<file path="src/rtl/dbpu_map.svh">
// Overview of operation
// - On the 8-pin part the shared pin is plain GPIO unless the key was received while reset was held.
// - After the key the host releases reset and the shared pin then works as the full debug wire.
// - A serial break from the host is accepted even while the debugger is sending a character.
// - A decoded breakpoint opcode 00h from the CPU signals the debugger.
// - With breakpoints and the debug wire enabled, a breakpoint enters debug mode and idles the CPU.
// - With breakpoints disabled, a breakpoint is ignored and acts as a no-operation.
// - After reset release the CPU may run erased code (FFh) yet Flash programming still works.
`ifndef DBPU_MAP_SVH
`define DBPU_MAP_SVH
`define DBPU_CLK_MHZ      100
`define DBPU_SETTLE_MS    5
`define DBPU_SETTLE_CYC   (`DBPU_SETTLE_MS * 1000 * `DBPU_CLK_MHZ)
`define DBPU_AUTOBAUD     8'h80
`define DBPU_AB_LOW_BITS  3
`define DBPU_KEY0         8'heb
`define DBPU_KEY1         8'h5a
`define DBPU_KEY2         8'h70
`define DBPU_KEY3         8'hcd
`define DBPU_KEY_LEN      3'h4
`define DBPU_HALT_CMD     8'h80
`define DBPU_BP_OPCODE    8'h00
`define DBPU_ERASED_OP    8'hff
`define DBPU_BREAK_BITS   4'ha
`endif

</file>
<file path="src/rtl/dbpu_pkg.sv">
`default_nettype none
package dbpu_pkg;
    typedef enum logic [2:0] {
        RX_AB_IDLE,
        RX_AB_LOW,
        RX_IDLE,
        RX_DATA,
        RX_STOP
    } dbpu_rx_t;
endpackage : dbpu_pkg
`default_nettype wire

</file>
<file path="src/rtl/dbpu_top.sv">
`include "dbpu_map.svh"
`default_nettype none
module dbpu_top #(
    parameter int CW         = 16,
    parameter int SETTLE_CYC = `DBPU_SETTLE_CYC
) (
    // Clock and block reset
    input  wire logic       clk,
    input  wire logic       rst,
    // Pins
    input  wire logic       shared_gpio_reset_pin_n,
    input  wire logic       debug_wire_in,
    output logic            pad_out,
    output logic            pad_oe,
    // Package strap and port logic
    input  wire logic       package_8pin,
    input  wire logic       gpio_out,
    input  wire logic       gpio_oe,
    output logic            debug_pin_enabled,
    // Debugger command side
    output logic [7:0]      rx_data,
    output logic            rx_valid,
    input  wire logic [7:0] tx_data,
    input  wire logic       tx_valid,
    output logic            tx_ready,
    output logic            break_seen,
    input  wire logic       ctrl_wr,
    input  wire logic [7:0] ctrl_data,
    input  wire logic       resume,
    input  wire logic       bp_enable,
    // CPU side
    input  wire logic       op_valid,
    input  wire logic [7:0] opcode,
    output logic            debug_mode,
    output logic            cpu_idle,
    output logic            bp_nop
);
    logic             rp_s1_reg, rp_s2_reg, rp_d_reg;
    logic             dp_s1_reg, dp_s2_reg, dp_d_reg;
    logic [31:0]      settle_reg;
    logic             unlocked_reg;
    logic [2:0]       key_idx_reg;
    dbpu_pkg::dbpu_rx_t rx_state_reg;
    logic [CW-1:0]    cnt_reg, bit_time_reg;
    logic             bit_ok_reg;
    logic [2:0]       bitn_reg;
    logic [7:0]       sh_reg;
    logic [CW+3:0]    low_reg;
    logic             tx_busy_reg;
    logic [9:0]       tx_sh_reg;
    logic [3:0]       tx_n_reg;
    logic [CW-1:0]    tx_cnt_reg;
    logic             rx_done_reg, bp_nop_reg, debug_mode_reg, break_reg;
    logic [7:0]       rx_byte_reg;

    function automatic logic [7:0] key_byte(input logic [2:0] i);
        case (i)
            3'h0:    key_byte = `DBPU_KEY0;
            3'h1:    key_byte = `DBPU_KEY1;
            3'h2:    key_byte = `DBPU_KEY2;
            default: key_byte = `DBPU_KEY3;
        endcase
    endfunction : key_byte

    // Pins cross in from outside: two flops before any use
    always_ff @(posedge clk) begin
        rp_s1_reg <= shared_gpio_reset_pin_n;
        rp_s2_reg <= rp_s1_reg;
        rp_d_reg  <= rp_s2_reg;
        dp_s1_reg <= debug_wire_in;
        dp_s2_reg <= dp_s1_reg;
        dp_d_reg  <= dp_s2_reg;
    end

    logic fall, rise, released, settled, unlocking, listen, bp_hit, tx_low;
    assign fall      = dp_d_reg & ~dp_s2_reg;
    assign rise      = ~dp_d_reg & dp_s2_reg;
    assign released  = rp_s2_reg & ~rp_d_reg;
    assign settled   = settle_reg >= 32'(SETTLE_CYC);
    assign unlocking = package_8pin & ~unlocked_reg & ~rp_s2_reg;
    // While the pin is locked, nothing is taken before the internal reset sequence has had its time
    assign listen    = debug_pin_enabled | (unlocking & settled);
    assign bp_hit    = op_valid & (opcode == `DBPU_BP_OPCODE);
    assign tx_low    = tx_busy_reg & ~tx_sh_reg[0];

    always_ff @(posedge clk) begin
        if (rst || rp_s2_reg) begin
            settle_reg <= 32'h0;
        end else if (!settled) begin
            settle_reg <= settle_reg + 32'h1;
        end
    end

    // Key checker; a wrong byte restarts the match
    always_ff @(posedge clk) begin
        if (rst) begin
            key_idx_reg  <= 3'h0;
            unlocked_reg <= 1'b0;
        end else if (released) begin
            unlocked_reg <= unlocked_reg | (package_8pin && key_idx_reg == `DBPU_KEY_LEN);
            key_idx_reg  <= 3'h0;
        end else if (rx_done_reg && unlocking && key_idx_reg != `DBPU_KEY_LEN) begin
            if (rx_byte_reg == key_byte(key_idx_reg)) begin
                key_idx_reg <= key_idx_reg + 3'h1;
            end else begin
                key_idx_reg <= (rx_byte_reg == `DBPU_KEY0) ? 3'h1 : 3'h0;
            end
        end
    end

    // Receiver with autobaud; 80h holds the line low for start plus seven zero bits
    always_ff @(posedge clk) begin
        rx_done_reg <= 1'b0;
        if (rst || !listen || break_reg || released) begin
            rx_state_reg <= dbpu_pkg::RX_AB_IDLE;
            cnt_reg      <= '0;
            bitn_reg     <= 3'h0;
        end else begin
            case (rx_state_reg)
                dbpu_pkg::RX_AB_IDLE: begin
                    if (fall) begin
                        rx_state_reg <= dbpu_pkg::RX_AB_LOW;
                        cnt_reg      <= CW'(1);
                    end
                end
                dbpu_pkg::RX_AB_LOW: begin
                    if (rise) begin
                        rx_state_reg <= dbpu_pkg::RX_IDLE;
                    end else if (cnt_reg != '1) begin
                        cnt_reg <= cnt_reg + CW'(1);
                    end
                end
                dbpu_pkg::RX_IDLE: begin
                    if (fall) begin
                        rx_state_reg <= dbpu_pkg::RX_DATA;
                        cnt_reg      <= bit_time_reg + (bit_time_reg >> 1);
                        bitn_reg     <= 3'h0;
                    end
                end
                dbpu_pkg::RX_DATA: begin
                    if (cnt_reg <= CW'(1)) begin
                        sh_reg   <= {dp_s2_reg, sh_reg[7:1]};
                        cnt_reg  <= bit_time_reg;
                        bitn_reg <= bitn_reg + 3'h1;
                        if (bitn_reg == 3'h7) begin
                            rx_state_reg <= dbpu_pkg::RX_STOP;
                        end
                    end else begin
                        cnt_reg <= cnt_reg - CW'(1);
                    end
                end
                default: begin
                    if (cnt_reg <= CW'(1)) begin
                        rx_state_reg <= dbpu_pkg::RX_IDLE;
                        rx_done_reg  <= dp_s2_reg;
                        rx_byte_reg  <= sh_reg;
                    end else begin
                        cnt_reg <= cnt_reg - CW'(1);
                    end
                end
            endcase
        end
    end

    always_ff @(posedge clk) begin
        if (rst) begin
            bit_time_reg <= CW'(1);
            bit_ok_reg   <= 1'b0;
        end else if (rx_state_reg == dbpu_pkg::RX_AB_LOW && rise && listen && !break_reg && !released) begin
            bit_time_reg <= (cnt_reg < CW'(8)) ? CW'(1) : (cnt_reg >> `DBPU_AB_LOW_BITS);
            bit_ok_reg   <= 1'b1;
        end
    end

    // Break: low longer than any character, counted whether or not we drive
    always_ff @(posedge clk) begin
        if (rst || dp_s2_reg || !listen || !bit_ok_reg) begin
            low_reg   <= '0;
            break_reg <= 1'b0;
        end else begin
            if (low_reg != '1) begin
                low_reg <= low_reg + (CW+4)'(1);
            end
            break_reg <= (low_reg == (CW+4)'(bit_time_reg) * (CW+4)'(`DBPU_BREAK_BITS));
        end
    end

    // Transmitter, start bit first, LSB first; a break aborts it
    always_ff @(posedge clk) begin
        if (rst || break_reg || !debug_pin_enabled) begin
            tx_busy_reg <= 1'b0;
            tx_sh_reg   <= 10'h3ff;
            tx_n_reg    <= 4'h0;
            tx_cnt_reg  <= '0;
        end else if (!tx_busy_reg) begin
            if (tx_valid && tx_ready) begin
                tx_busy_reg <= 1'b1;
                tx_sh_reg   <= {1'b1, tx_data, 1'b0};
                tx_n_reg    <= 4'h0;
                tx_cnt_reg  <= bit_time_reg;
            end
        end else if (tx_cnt_reg <= CW'(1)) begin
            tx_cnt_reg <= bit_time_reg;
            tx_sh_reg  <= {1'b1, tx_sh_reg[9:1]};
            tx_n_reg   <= tx_n_reg + 4'h1;
            tx_busy_reg <= (tx_n_reg != 4'h9);
        end else begin
            tx_cnt_reg <= tx_cnt_reg - CW'(1);
        end
    end

    // Debug mode; a set in the same cycle as resume wins
    always_ff @(posedge clk) begin
        if (rst) begin
            debug_mode_reg <= 1'b0;
            bp_nop_reg     <= 1'b0;
        end else begin
            bp_nop_reg <= bp_hit & ~(bp_enable & debug_pin_enabled);
            if (debug_pin_enabled && ctrl_wr && ctrl_data == `DBPU_HALT_CMD) begin
                debug_mode_reg <= 1'b1;
            end else if (bp_hit && bp_enable && debug_pin_enabled) begin
                debug_mode_reg <= 1'b1;
            end else if (resume) begin
                debug_mode_reg <= 1'b0;
            end
        end
    end

    // Pin mux: open drain only drives low
    assign debug_pin_enabled = ~package_8pin | unlocked_reg;
    assign pad_out    = debug_pin_enabled ? 1'b0 : gpio_out;
    assign pad_oe     = debug_pin_enabled ? tx_low : gpio_oe;
    // Bytes flow to the command logic whatever the CPU runs, so erased code cannot block programming
    assign rx_valid   = rx_done_reg & debug_pin_enabled;
    assign rx_data    = rx_byte_reg;
    assign tx_ready   = ~tx_busy_reg & bit_ok_reg & debug_pin_enabled;
    assign break_seen = break_reg;
    assign debug_mode = debug_mode_reg;
    assign cpu_idle   = debug_mode_reg;
    assign bp_nop     = bp_nop_reg;
endmodule : dbpu_top
`default_nettype wire

</file>
<file path="config.mk">
export PLATFORM = sky130hd
export DESIGN_NAME = dbpu_top
export DESIGN_NICKNAME = d
export VERILOG_FILES = /design/src/rtl/dbpu_pkg.sv /design/src/rtl/dbpu_top.sv
export VERILOG_INCLUDE_DIRS = /design/src /design/src/rtl
export SDC_FILE = /design/constraint.sdc
export NUM_CORES = 1
export LEC_CHECK = 0
export ABC_AREA = 1
export BUFFER_PORTS_ARGS = -buffer_cell sky130_fd_sc_hd__buf_2
export CORE_ASPECT_RATIO = 1.5
export CORE_UTILIZATION = 30
export DETAILED_ROUTE_END_ITERATION = 12
export GPL_TIMING_DRIVEN = 0
export PLACE_DENSITY = 0.46
export SYNTH_ARGS = -nofsm -noshare
export SYNTH_HDL_FRONTEND = slang
export SYNTH_SLANG_ARGS = --single-unit
</file>
<file path="constraint.sdc">
create_clock -name clk -period 3.2 [get_ports clk]
set_input_delay 0.64 -clock clk [delete_from_list [all_inputs] [get_ports clk]]
set_output_delay 0.64 -clock clk [all_outputs]
set_load 0.02 [all_outputs]
</file>
# Word-level counts from Yosys, hierarchy flattened
# Index checks and enable logic that the tools add are counted.
# op_classes
add_sub_neg	9
n_mul	1
magnitude_cmp	4
n_eq_ne	24
muxes	41
bitwise_logic	28
reduce_logical	42
# ops
operator	n
2-to-1 mux 16 bit	9
one-hot mux 16 bit (4 select lines)	1
adder 32 x 1 -> 32 bit, second input constant	1
greater-or-equal comparator 32 x 19 -> 1 bit, second input constant	1
less-or-equal comparator 16 x 1 -> 1 bit, second input constant	2
subtractor 16 x 1 -> 16 bit, second input constant	2
2-to-1 mux 10 bit	3
2-to-1 mux 3 bit	9
2-to-1 mux 8 bit	3
one-hot mux 8 bit (3 select lines)	1
adder 20 x 1 -> 20 bit, second input constant	1
equality test 20 bit	1
!= test 20 bit, second input constant	1
multiplier 16 x 3 -> 19 bit, second input constant	1
adder 16 x 1 -> 16 bit, second input constant	1
adder 16 x 15 -> 16 bit	1
equality test 8 bit, second input constant	2
less-than comparator 16 x 4 -> 1 bit, second input constant	1
!= test 16 bit, second input constant	1
!= test 2 bit, second input constant	7
bitwise AND 1 bit	13
2-to-1 mux 13 bit	1
logical AND 1 bit	12
2-to-1 mux 4 bit	3
other kinds (29)	71
# word_totals
ff_bits	152
input_bits	36
output_inout_bits	17
word_cells	174

# Depth between registers and ports, before layout
# Gate-level depths: netlist (run 1).
# logic_depth
word_depth	11
depth_mapped	15
depth_no_buf	14

# Worst setup path after synthesis (run 1)
# No wires, ideal clock.
# synth_path
path_type	in2reg
startpoint	in package_8pin
endpoint	reg tx_sh_reg[0]
setup_ns	0.122
arrival_ns	2.271
t_required_ns	3.078
slack_ns	0.807
cell_stages	8
n_path_buf	1
cell_sequence	inv_1 nor2_2 nor3_1 nand2_1 nand2_1 nand2_2 buf_2 a221o_1
# synth_between
elab_chain_cells	6
elab_cells_between_ends	8
cone_classes	bitwise (3); reduce/logical (5)
# synth_rtl
element	line	rtl
start: declaration	dbpu_top.sv:16	input wire logic package_8pin,
NOT 1 bit	dbpu_top.sv:230	assign debug_pin_enabled = ~package_8pin | unlocked_reg;
bitwise OR 1 bit	dbpu_top.sv:230	
bitwise AND 1 bit	dbpu_top.sv:236	assign tx_ready = ~tx_busy_reg & bit_ok_reg & debug_pin_enabled;
via tx_ready	dbpu_top.sv:25	output logic tx_ready,
logical AND 1 bit	dbpu_top.sv:196	if (tx_valid && tx_ready) begin
nonzero test 2 bit (no source line)	--	
AND reduction 2 bit (no source line)	--	
end signal: assignment	dbpu_top.sv:198	tx_sh_reg <= {1'b1, tx_data, 1'b0};
end signal: assignment	dbpu_top.sv:204	tx_sh_reg <= {1'b1, tx_sh_reg[9:1]};
end: declaration	dbpu_top.sv:50	logic [9:0] tx_sh_reg;
# The timed path passes the listed nets, and every way through them passes these cells.
# A chain may end at the register's enable or synchronous reset.

# Final worst setup path (run 1)
# layout_path
startpoint	reg bit_time_reg[1]
endpoint	reg break_reg (netlist: break_seen)
# layout_between
elab_chain_cells	2
# layout_rtl
element	line	rtl
start: declaration	dbpu_top.sv:44	logic [CW-1:0] cnt_reg, bit_time_reg;
start signal: assignment	dbpu_top.sv:170	bit_time_reg <= (cnt_reg < CW'(8)) ? CW'(1) : (cnt_reg >> `DBPU_AB_LOW_BITS);
multiplier 16 x 3 -> 19 bit	dbpu_top.sv:184	break_reg <= (low_reg == (CW+4)'(bit_time_reg) * (CW+4)'(`DBPU_BREAK_BITS));
equality test 20 bit	dbpu_top.sv:184	
end signal: assignment	dbpu_top.sv:184	
end: declaration	dbpu_top.sv:53	logic rx_done_reg, bp_nop_reg, debug_mode_reg, break_reg;
# No other way between the ends.

==> impl_results.md, run 1 <==
* Status: finished clean
* Final Hold Fails at 0
* Dominant synthesized flop cell: dfxtp_1
* Via Count at 8538
* Remaining global-route overflow at 0
* DP Cell Count at 1769
* Post-Syn Instances at 1317
* Max-slew violation count at 0
* Die area at 0.0313 mm2
* Maximum clock rate at 357 MHz
* DR WL/cell at 14.5 um
* Vias in the first global route at 8335
* Slew headroom at 0.271
* EDFF count, synth at 16
* CP Data Required Time at 3.58 ns
* Post-Route Setup TNS at 0 ns
* Hold path cells at 1
* CTS tree: built
* Slew @ Worst Pin at 1.09 ns
* Drt drc at 0
* Antenna cell count at 0
* Clock buffer count from CTS at 17
* Clock Tree Buf Depth at 2
* Final Critical Period at 2.80 ns
* #FFs+latches synth at 148
* Met2 Track Usage GR at 0.334
* Clock Skews at 0.0154 ns
* Worst path slowest cell: dfxtp_1
* R2R depth at 13
* Max reg flops at 32
* Post-CTS setup repair buffer count at 0
* Hold slack at 0.292 ns
* Global-route wire length before repair at 41.8 mm
* DP HPWL at 20.4 mm
* Core footprint at 0.0302 mm2
* CP Capture Type: register
* # H-tree levels at 4
* Class of the worst hold path: in -> reg
* Crit path top cell by count: nor2_1
* Num rows at 78
* Cell Area, Synth at 0.00918 mm2
* CTS Root Cell: clkbuf_16
* Endpoints failing setup at 0
* All-Layer GR Usage at 0.175
* RSZ-0062 raised after global routing: no
* Area contributors post-synth: dfxtp_1, nand2_1, nor2_1
* Synth area leader: dfxtp_1
* Area Overhead vs Synth at 14.7%
* Initial antenna violation count at 0
* Top post-synthesis cells by count: nand2_1, nor2_1, inv_1
* Netlist cell types at 51
* Clk_lat worst skew at 0.46 ns
* Final nets at 1477
* Ys async rst share at 0
* Iteration-0 DRC count of the detailed router at 288
* Reg clk slew, reported paths at 0.07 ns
* CP arrival at 3.18 ns
* CTS resizes at 0
* DR pass1 iterations at 5
* Max Cap Viol at 0
* Hold-fix buffer count after cts at 0
* Crit path kind: reg -> reg
* Tcrit/Tclk final at 0.876
* Die Ht at 216 um
* Synthesis Warnings at 0
* Initial core utilization at 0.304
* Pin count of the biggest net entering global routing at 18
* Vias per inst at 4.74
* Non-filler cells, final at 1801
* Placer Congestion at 0.863
* Share of cells above drive strength 1 at 0.111
* Avg Cell Area, Syn at 6.97 um2
* Share of the synthesized area in the top cell type at 0.288
* Met1 GRT Util at 0.185
* Pwr Density at 397 mW/mm2
* Num ports at 53
* Die Span X at 145 um
* # port buffers at 52
* Syn_nets at 1406
* Most common cell in the netlist: nand2_1
* Startpoint Class: register
* Crit path largest cell delay at 0.68 ns
* CP Cell Sequence: ha_1, ha_1, fa_1, xor2_1, nor2_1, nand2_1, nor2_1, nand2_1, nor2_1, nand4_1, nor2_1, nand3_1, nor2_1
* Post-synthesis sequential area ratio at 0.340
* Crit-path max FO at 8
* Final ANT Viol Nets at 0
* Clk sinks at 148
* GR peak layer: met2
* Total Wirelength at 26.1 mm
* Met3 Usage GRT at 0.0298
* Peak VDD IR at 0.376 mV
* LEAKAGE at 0.00456 uW
[cell families (layout without fill, tap and decap cells)]
logic type | count (synthesis) | after routing | share of synthesized area
AOI/OAI and AO/OA | 243 | 243 | 0.150
adders and majority gates | 53 | 53 | 0.0739
and+or+nand+nor | 624 | 624 | 0.299
xor gates and xnor gates | 47 | 47 | 0.0463
buffers and inverters | 202 | 286 | 0.0905
DFF | 148 | 148 | 0.340
[layout make-up]
type                            instances  area, um2
Buffer                                 31        184
Clock buffer                           17        425
Clock inverter                         15        159
Fill cell                            3293      19600
Inverter                              171        647
Multi-Input combinational cell        967       5230
Sequential cell                       148       3120
Tap cell                              400        500
Timing Repair Buffer                   52        260
[power by group]
| group | internal, uW | switching (uW) | total, uW |
|---|---|---|---|
| registers | 1880 | 13.3 | 1890 |
| clock network | 1040 | 977 | 2020 |
| logic | 92.6 | 173 | 266 |
| total | 3020 | 1160 | 4180 |
[worst max-delay path, delay by kind of cell (launching register included)]
kind	cells	cell delay [ns]
XOR/XNOR	1	0.15
adder cells (fa/ha/maj)	3	1.01
flip-flops	1	0.68
AND/OR/NAND/NOR	9	0.88
[metrics by stage]
step | total power, uW | cell area [um2] | setup WS, ns | utilization
after floorplan | 2120 | 9180 | 0.807 | -
after global placement | 2210 | 9940 | 0.335 | 0.330
after detailed placement | 2210 | 9940 | 0.338 | 0.330
after CTS | 4250 | 10500 | 0.324 | 0.349
after global routing | 4350 | 10500 | 0.191 | 0.349
final | 4180 | 10500 | 0.395 | 0.349
[layout by cell type (no fill, tap or decap), types with 3 or more instances in the layout]
cell type	n
nand2_1	255
nor2_1	172
inv_1	162
dfxtp_1	132
nand3_1	93
a21oi_1	92
o21ai_0	82
buf_2	63
ha_1	51
xor2_1	35
nor3_1	30
nand4_1	25
clkbuf_16	17
edfxtp_1	16
o21ai_1	13
o211ai_1	11
xnor2_1	11
nor2_2	10
nand2_2	9
clkbuf_1	9
nor4_1	8
or2_2	7
a31oi_1	7
a211o_1	7
inv_2	6
inv_6	6
o21ai_2	6
nor2_4	5
buf_6	5
buf_4	4
o21bai_1	4
o21a_1	4
o22ai_1	4
inv_8	4
nor3b_1	3
a211oi_1	3
nand3b_1	3
a21o_1	3
clkinv_8	3
[final timing paths]
path | startpoint | end | slack (ns)
setup / recovery | bit_time_reg[1]$_SDFFE_PP0P_ | break_seen$_SDFF_PP0_ | 0.40
hold / removal | shared_gpio_reset_pin_n | rp_s1_reg$_DFF_P_ | 0.29
setup reg to reg | bit_time_reg[1]$_SDFFE_PP0P_ | break_seen$_SDFF_PP0_ | 0.40
hold reg to reg | rp_s1_reg$_DFF_P_ | rp_s2_reg$_DFF_P_ | 0.33
[per-layer routing]
| metal | share of wire | vias to the layer above |
|---|---|---|
| met3 | 0.021 | 30 |
| met1 | 0.41 | 3911 |
| met5 | 0 | - |
| li1 | - | 4494 |
| met2 | 0.54 | 103 |
| met4 | 0.025 | 0 |
Power figures use the tool's default switching activity.
==> run 2, diff against run 1 <==
--- a/config.mk
+++ b/config.mk
@@ -12,7 +12,8 @@
 export CORE_UTILIZATION = 30
 export DETAILED_ROUTE_END_ITERATION = 12
 export GPL_TIMING_DRIVEN = 0
-export PLACE_DENSITY = 0.46
+export PLACE_DENSITY = 0.52
+export RECOVER_POWER = 50
 export SYNTH_ARGS = -nofsm -noshare
 export SYNTH_HDL_FRONTEND = slang
 export SYNTH_SLANG_ARGS = --single-unit
==> run 2 against run 1 <==
  * Clock skew is 0.0024 ns lower
  * Non-clock buffer count stayed put
  * Fmax is 1.6% higher
  * Largest cell class unchanged
  * Via count is 0.29% lower
  * Wire length is 6.3% lower
  * Sequential cell count stayed put
  * Sequential power hardly changed
  * Clock power hardly changed
  * Worst setup slack better by 0.044 ns
  * Total power is 0.19% higher
  * Critical path type unchanged
  * Sequential share of layout area is 0.053 points higher
==> impl_results.md, run 2 (synthesis results as in run 1) <==
* Clk_lat worst skew at 0.45 ns
* Die area at 0.0313 mm2
* Initial core utilization at 0.304
* Slew headroom at 0.323
* Final Hold Fails at 0
* Antenna cell count at 0
* CTS tree: built
* CP Capture Type: register
* Global-route wire length before repair at 40.1 mm
* RSZ-0062 raised after global routing: no
* Endpoints failing setup at 0
* Post-CTS setup repair buffer count at 0
* Vias in the first global route at 8344
* Die Ht at 216 um
* # port buffers at 52
* # H-tree levels at 4
* Leading cell type in the layout, fill and taps excluded: nand2_1
* Clk sinks at 148
* Class of the worst hold path: in -> reg
* Iteration-0 DRC count of the detailed router at 251
* Post-Route Setup TNS at 0 ns
* Filler cells at 3235
* Crit-path max FO at 9
* DR pass1 iterations at 4
* Remaining global-route overflow at 0
* Drt drc at 0
* DP HPWL at 19.2 mm
* Startpoint Class: register
* Area Overhead vs Synth at 14.4%
* Final ANT Viol Nets at 0
* Crit path top cell by count: nand2_1
* LEAKAGE at 0.00452 uW
* CP Data Required Time at 3.27 ns
* Initial antenna violation count at 0
* Peak VDD IR at 0.279 mV
* Crit path largest cell delay at 0.82 ns
* CP Cell Sequence: nand2_1, o21ai_1, inv_1, nand2_1, nand2_1, nand2_1, nand2_1, nand2_1, nand3_4, nor3_1
* All-Layer GR Usage at 0.165
* Final Critical Period at 2.76 ns
* CTS Root Cell: clkbuf_16
* Max reg flops at 32
* CTS resizes at 0
* Num ports at 53
* Non-filler cells, final at 1801
* Max Cap Viol at 0
* Pre-CTS setup slack at 0.500 ns
* Num rows at 78
* Core footprint at 0.0302 mm2
* Total Wirelength at 24.4 mm
* Hold-fix buffer count after cts at 0
* Pwr Density at 399 mW/mm2
* Tcrit/Tclk final at 0.863
* DR WL/cell at 13.6 um
* Worst path slowest cell: nor3_1
* Clock Skews at 0.0130 ns
* Final nets at 1477
* Clock Tree Buf Depth at 2
* Slew @ Worst Pin at 1.01 ns
* Maximum clock rate at 362 MHz
* Placer Congestion at 0.835
* Pin count of the biggest net entering global routing at 19
* Reg clk slew, reported paths at 0.07 ns
* Via Count at 8513
* Vias per inst at 4.73
* Final worst slack at 0.440 ns
* Clock buffer count from CTS at 17
* Max-slew violation count at 0
* CP arrival at 2.83 ns
* Die Span X at 145 um
* DP Cell Count at 1769
* Share of cells above drive strength 1 at 0.0956
* Crit path kind: reg -> reg
* Status: finished clean
* Commonest non-fill, non-tap cells in the layout: nand2_1, nor2_1, inv_1, dfxtp_1, nand3_1
[run 2: cell count changes in the layout (fill, tap and decap cells not counted), sizes merged]
cell	delta
clkbuf	+15
clkinv	+1
buf	-15
clkinvlp	-1
[run 2: area by class of cell]
type | count | area (um2) | share of cell area
sequential | 148 | 3120 | 0.297
tap | 400 | 500 | 0.0476
timing repair buffer | 52 | 245 | 0.0233
clock buffer | 17 | 425 | 0.0405
multi-input combinational | 967 | 5200 | 0.495
inverter | 171 | 647 | 0.0616
clock inverter | 15 | 179 | 0.0170
buffer | 31 | 180 | 0.0172
[run 2: power by group]
| part | switching [uW] | internal [uW] |
|---|---|---|
| Combinational | 172 | 92.2 |
| Clock | 973 | 1060 |
| Sequential | 12.3 | 1880 |
| Total | 1160 | 3030 |
[run 2: worst max-delay path: cells and delay by family (launching register included)]
kind	cells	cell delay [ns]
AO/OA/AOI/OAI	1	0.13
buffers and inverters	1	0.05
AND/OR/NAND/NOR	8	1.76
flip-flops	1	0.42
[run 2: routing by layer]
metal	vias up	routed length, um	track usage
met5	-	0	0
met4	0	675	0.0751
met3	41	568	0.0234
met2	126	13100	0.320
met1	3857	10100	0.168
li1	4489	-	-
[run 2: final timing paths]
check	from	to	slack, ns	cells after the start
worst max-delay path	settle_reg[13]$_SDFFE_PP0P_	rx_data[2]$_DFFE_PP_	0.44	10
worst min-delay path	shared_gpio_reset_pin_n	rp_s1_reg$_DFF_P_	0.29	1
worst max register to register	settle_reg[13]$_SDFFE_PP0P_	rx_data[2]$_DFFE_PP_	0.44	10
worst min register to register	dp_s1_reg$_DFF_P_	dp_s2_reg$_DFF_P_	0.33	0
[run 2: per-stage QoR]
stage | total power (uW) | hold WS, ns | util | instance area, um2
finish | 4190 | 0.293 | 0.348 | 10500
global route | 4360 | 0.276 | 0.348 | 10500
CTS | 4240 | 0.279 | 0.350 | 10500
detailed placement | 2200 | 0.315 | 0.330 | 9940
global placement | 2200 | 0.316 | 0.330 | 9940
floorplan | 2120 | 0.310 | - | 9180
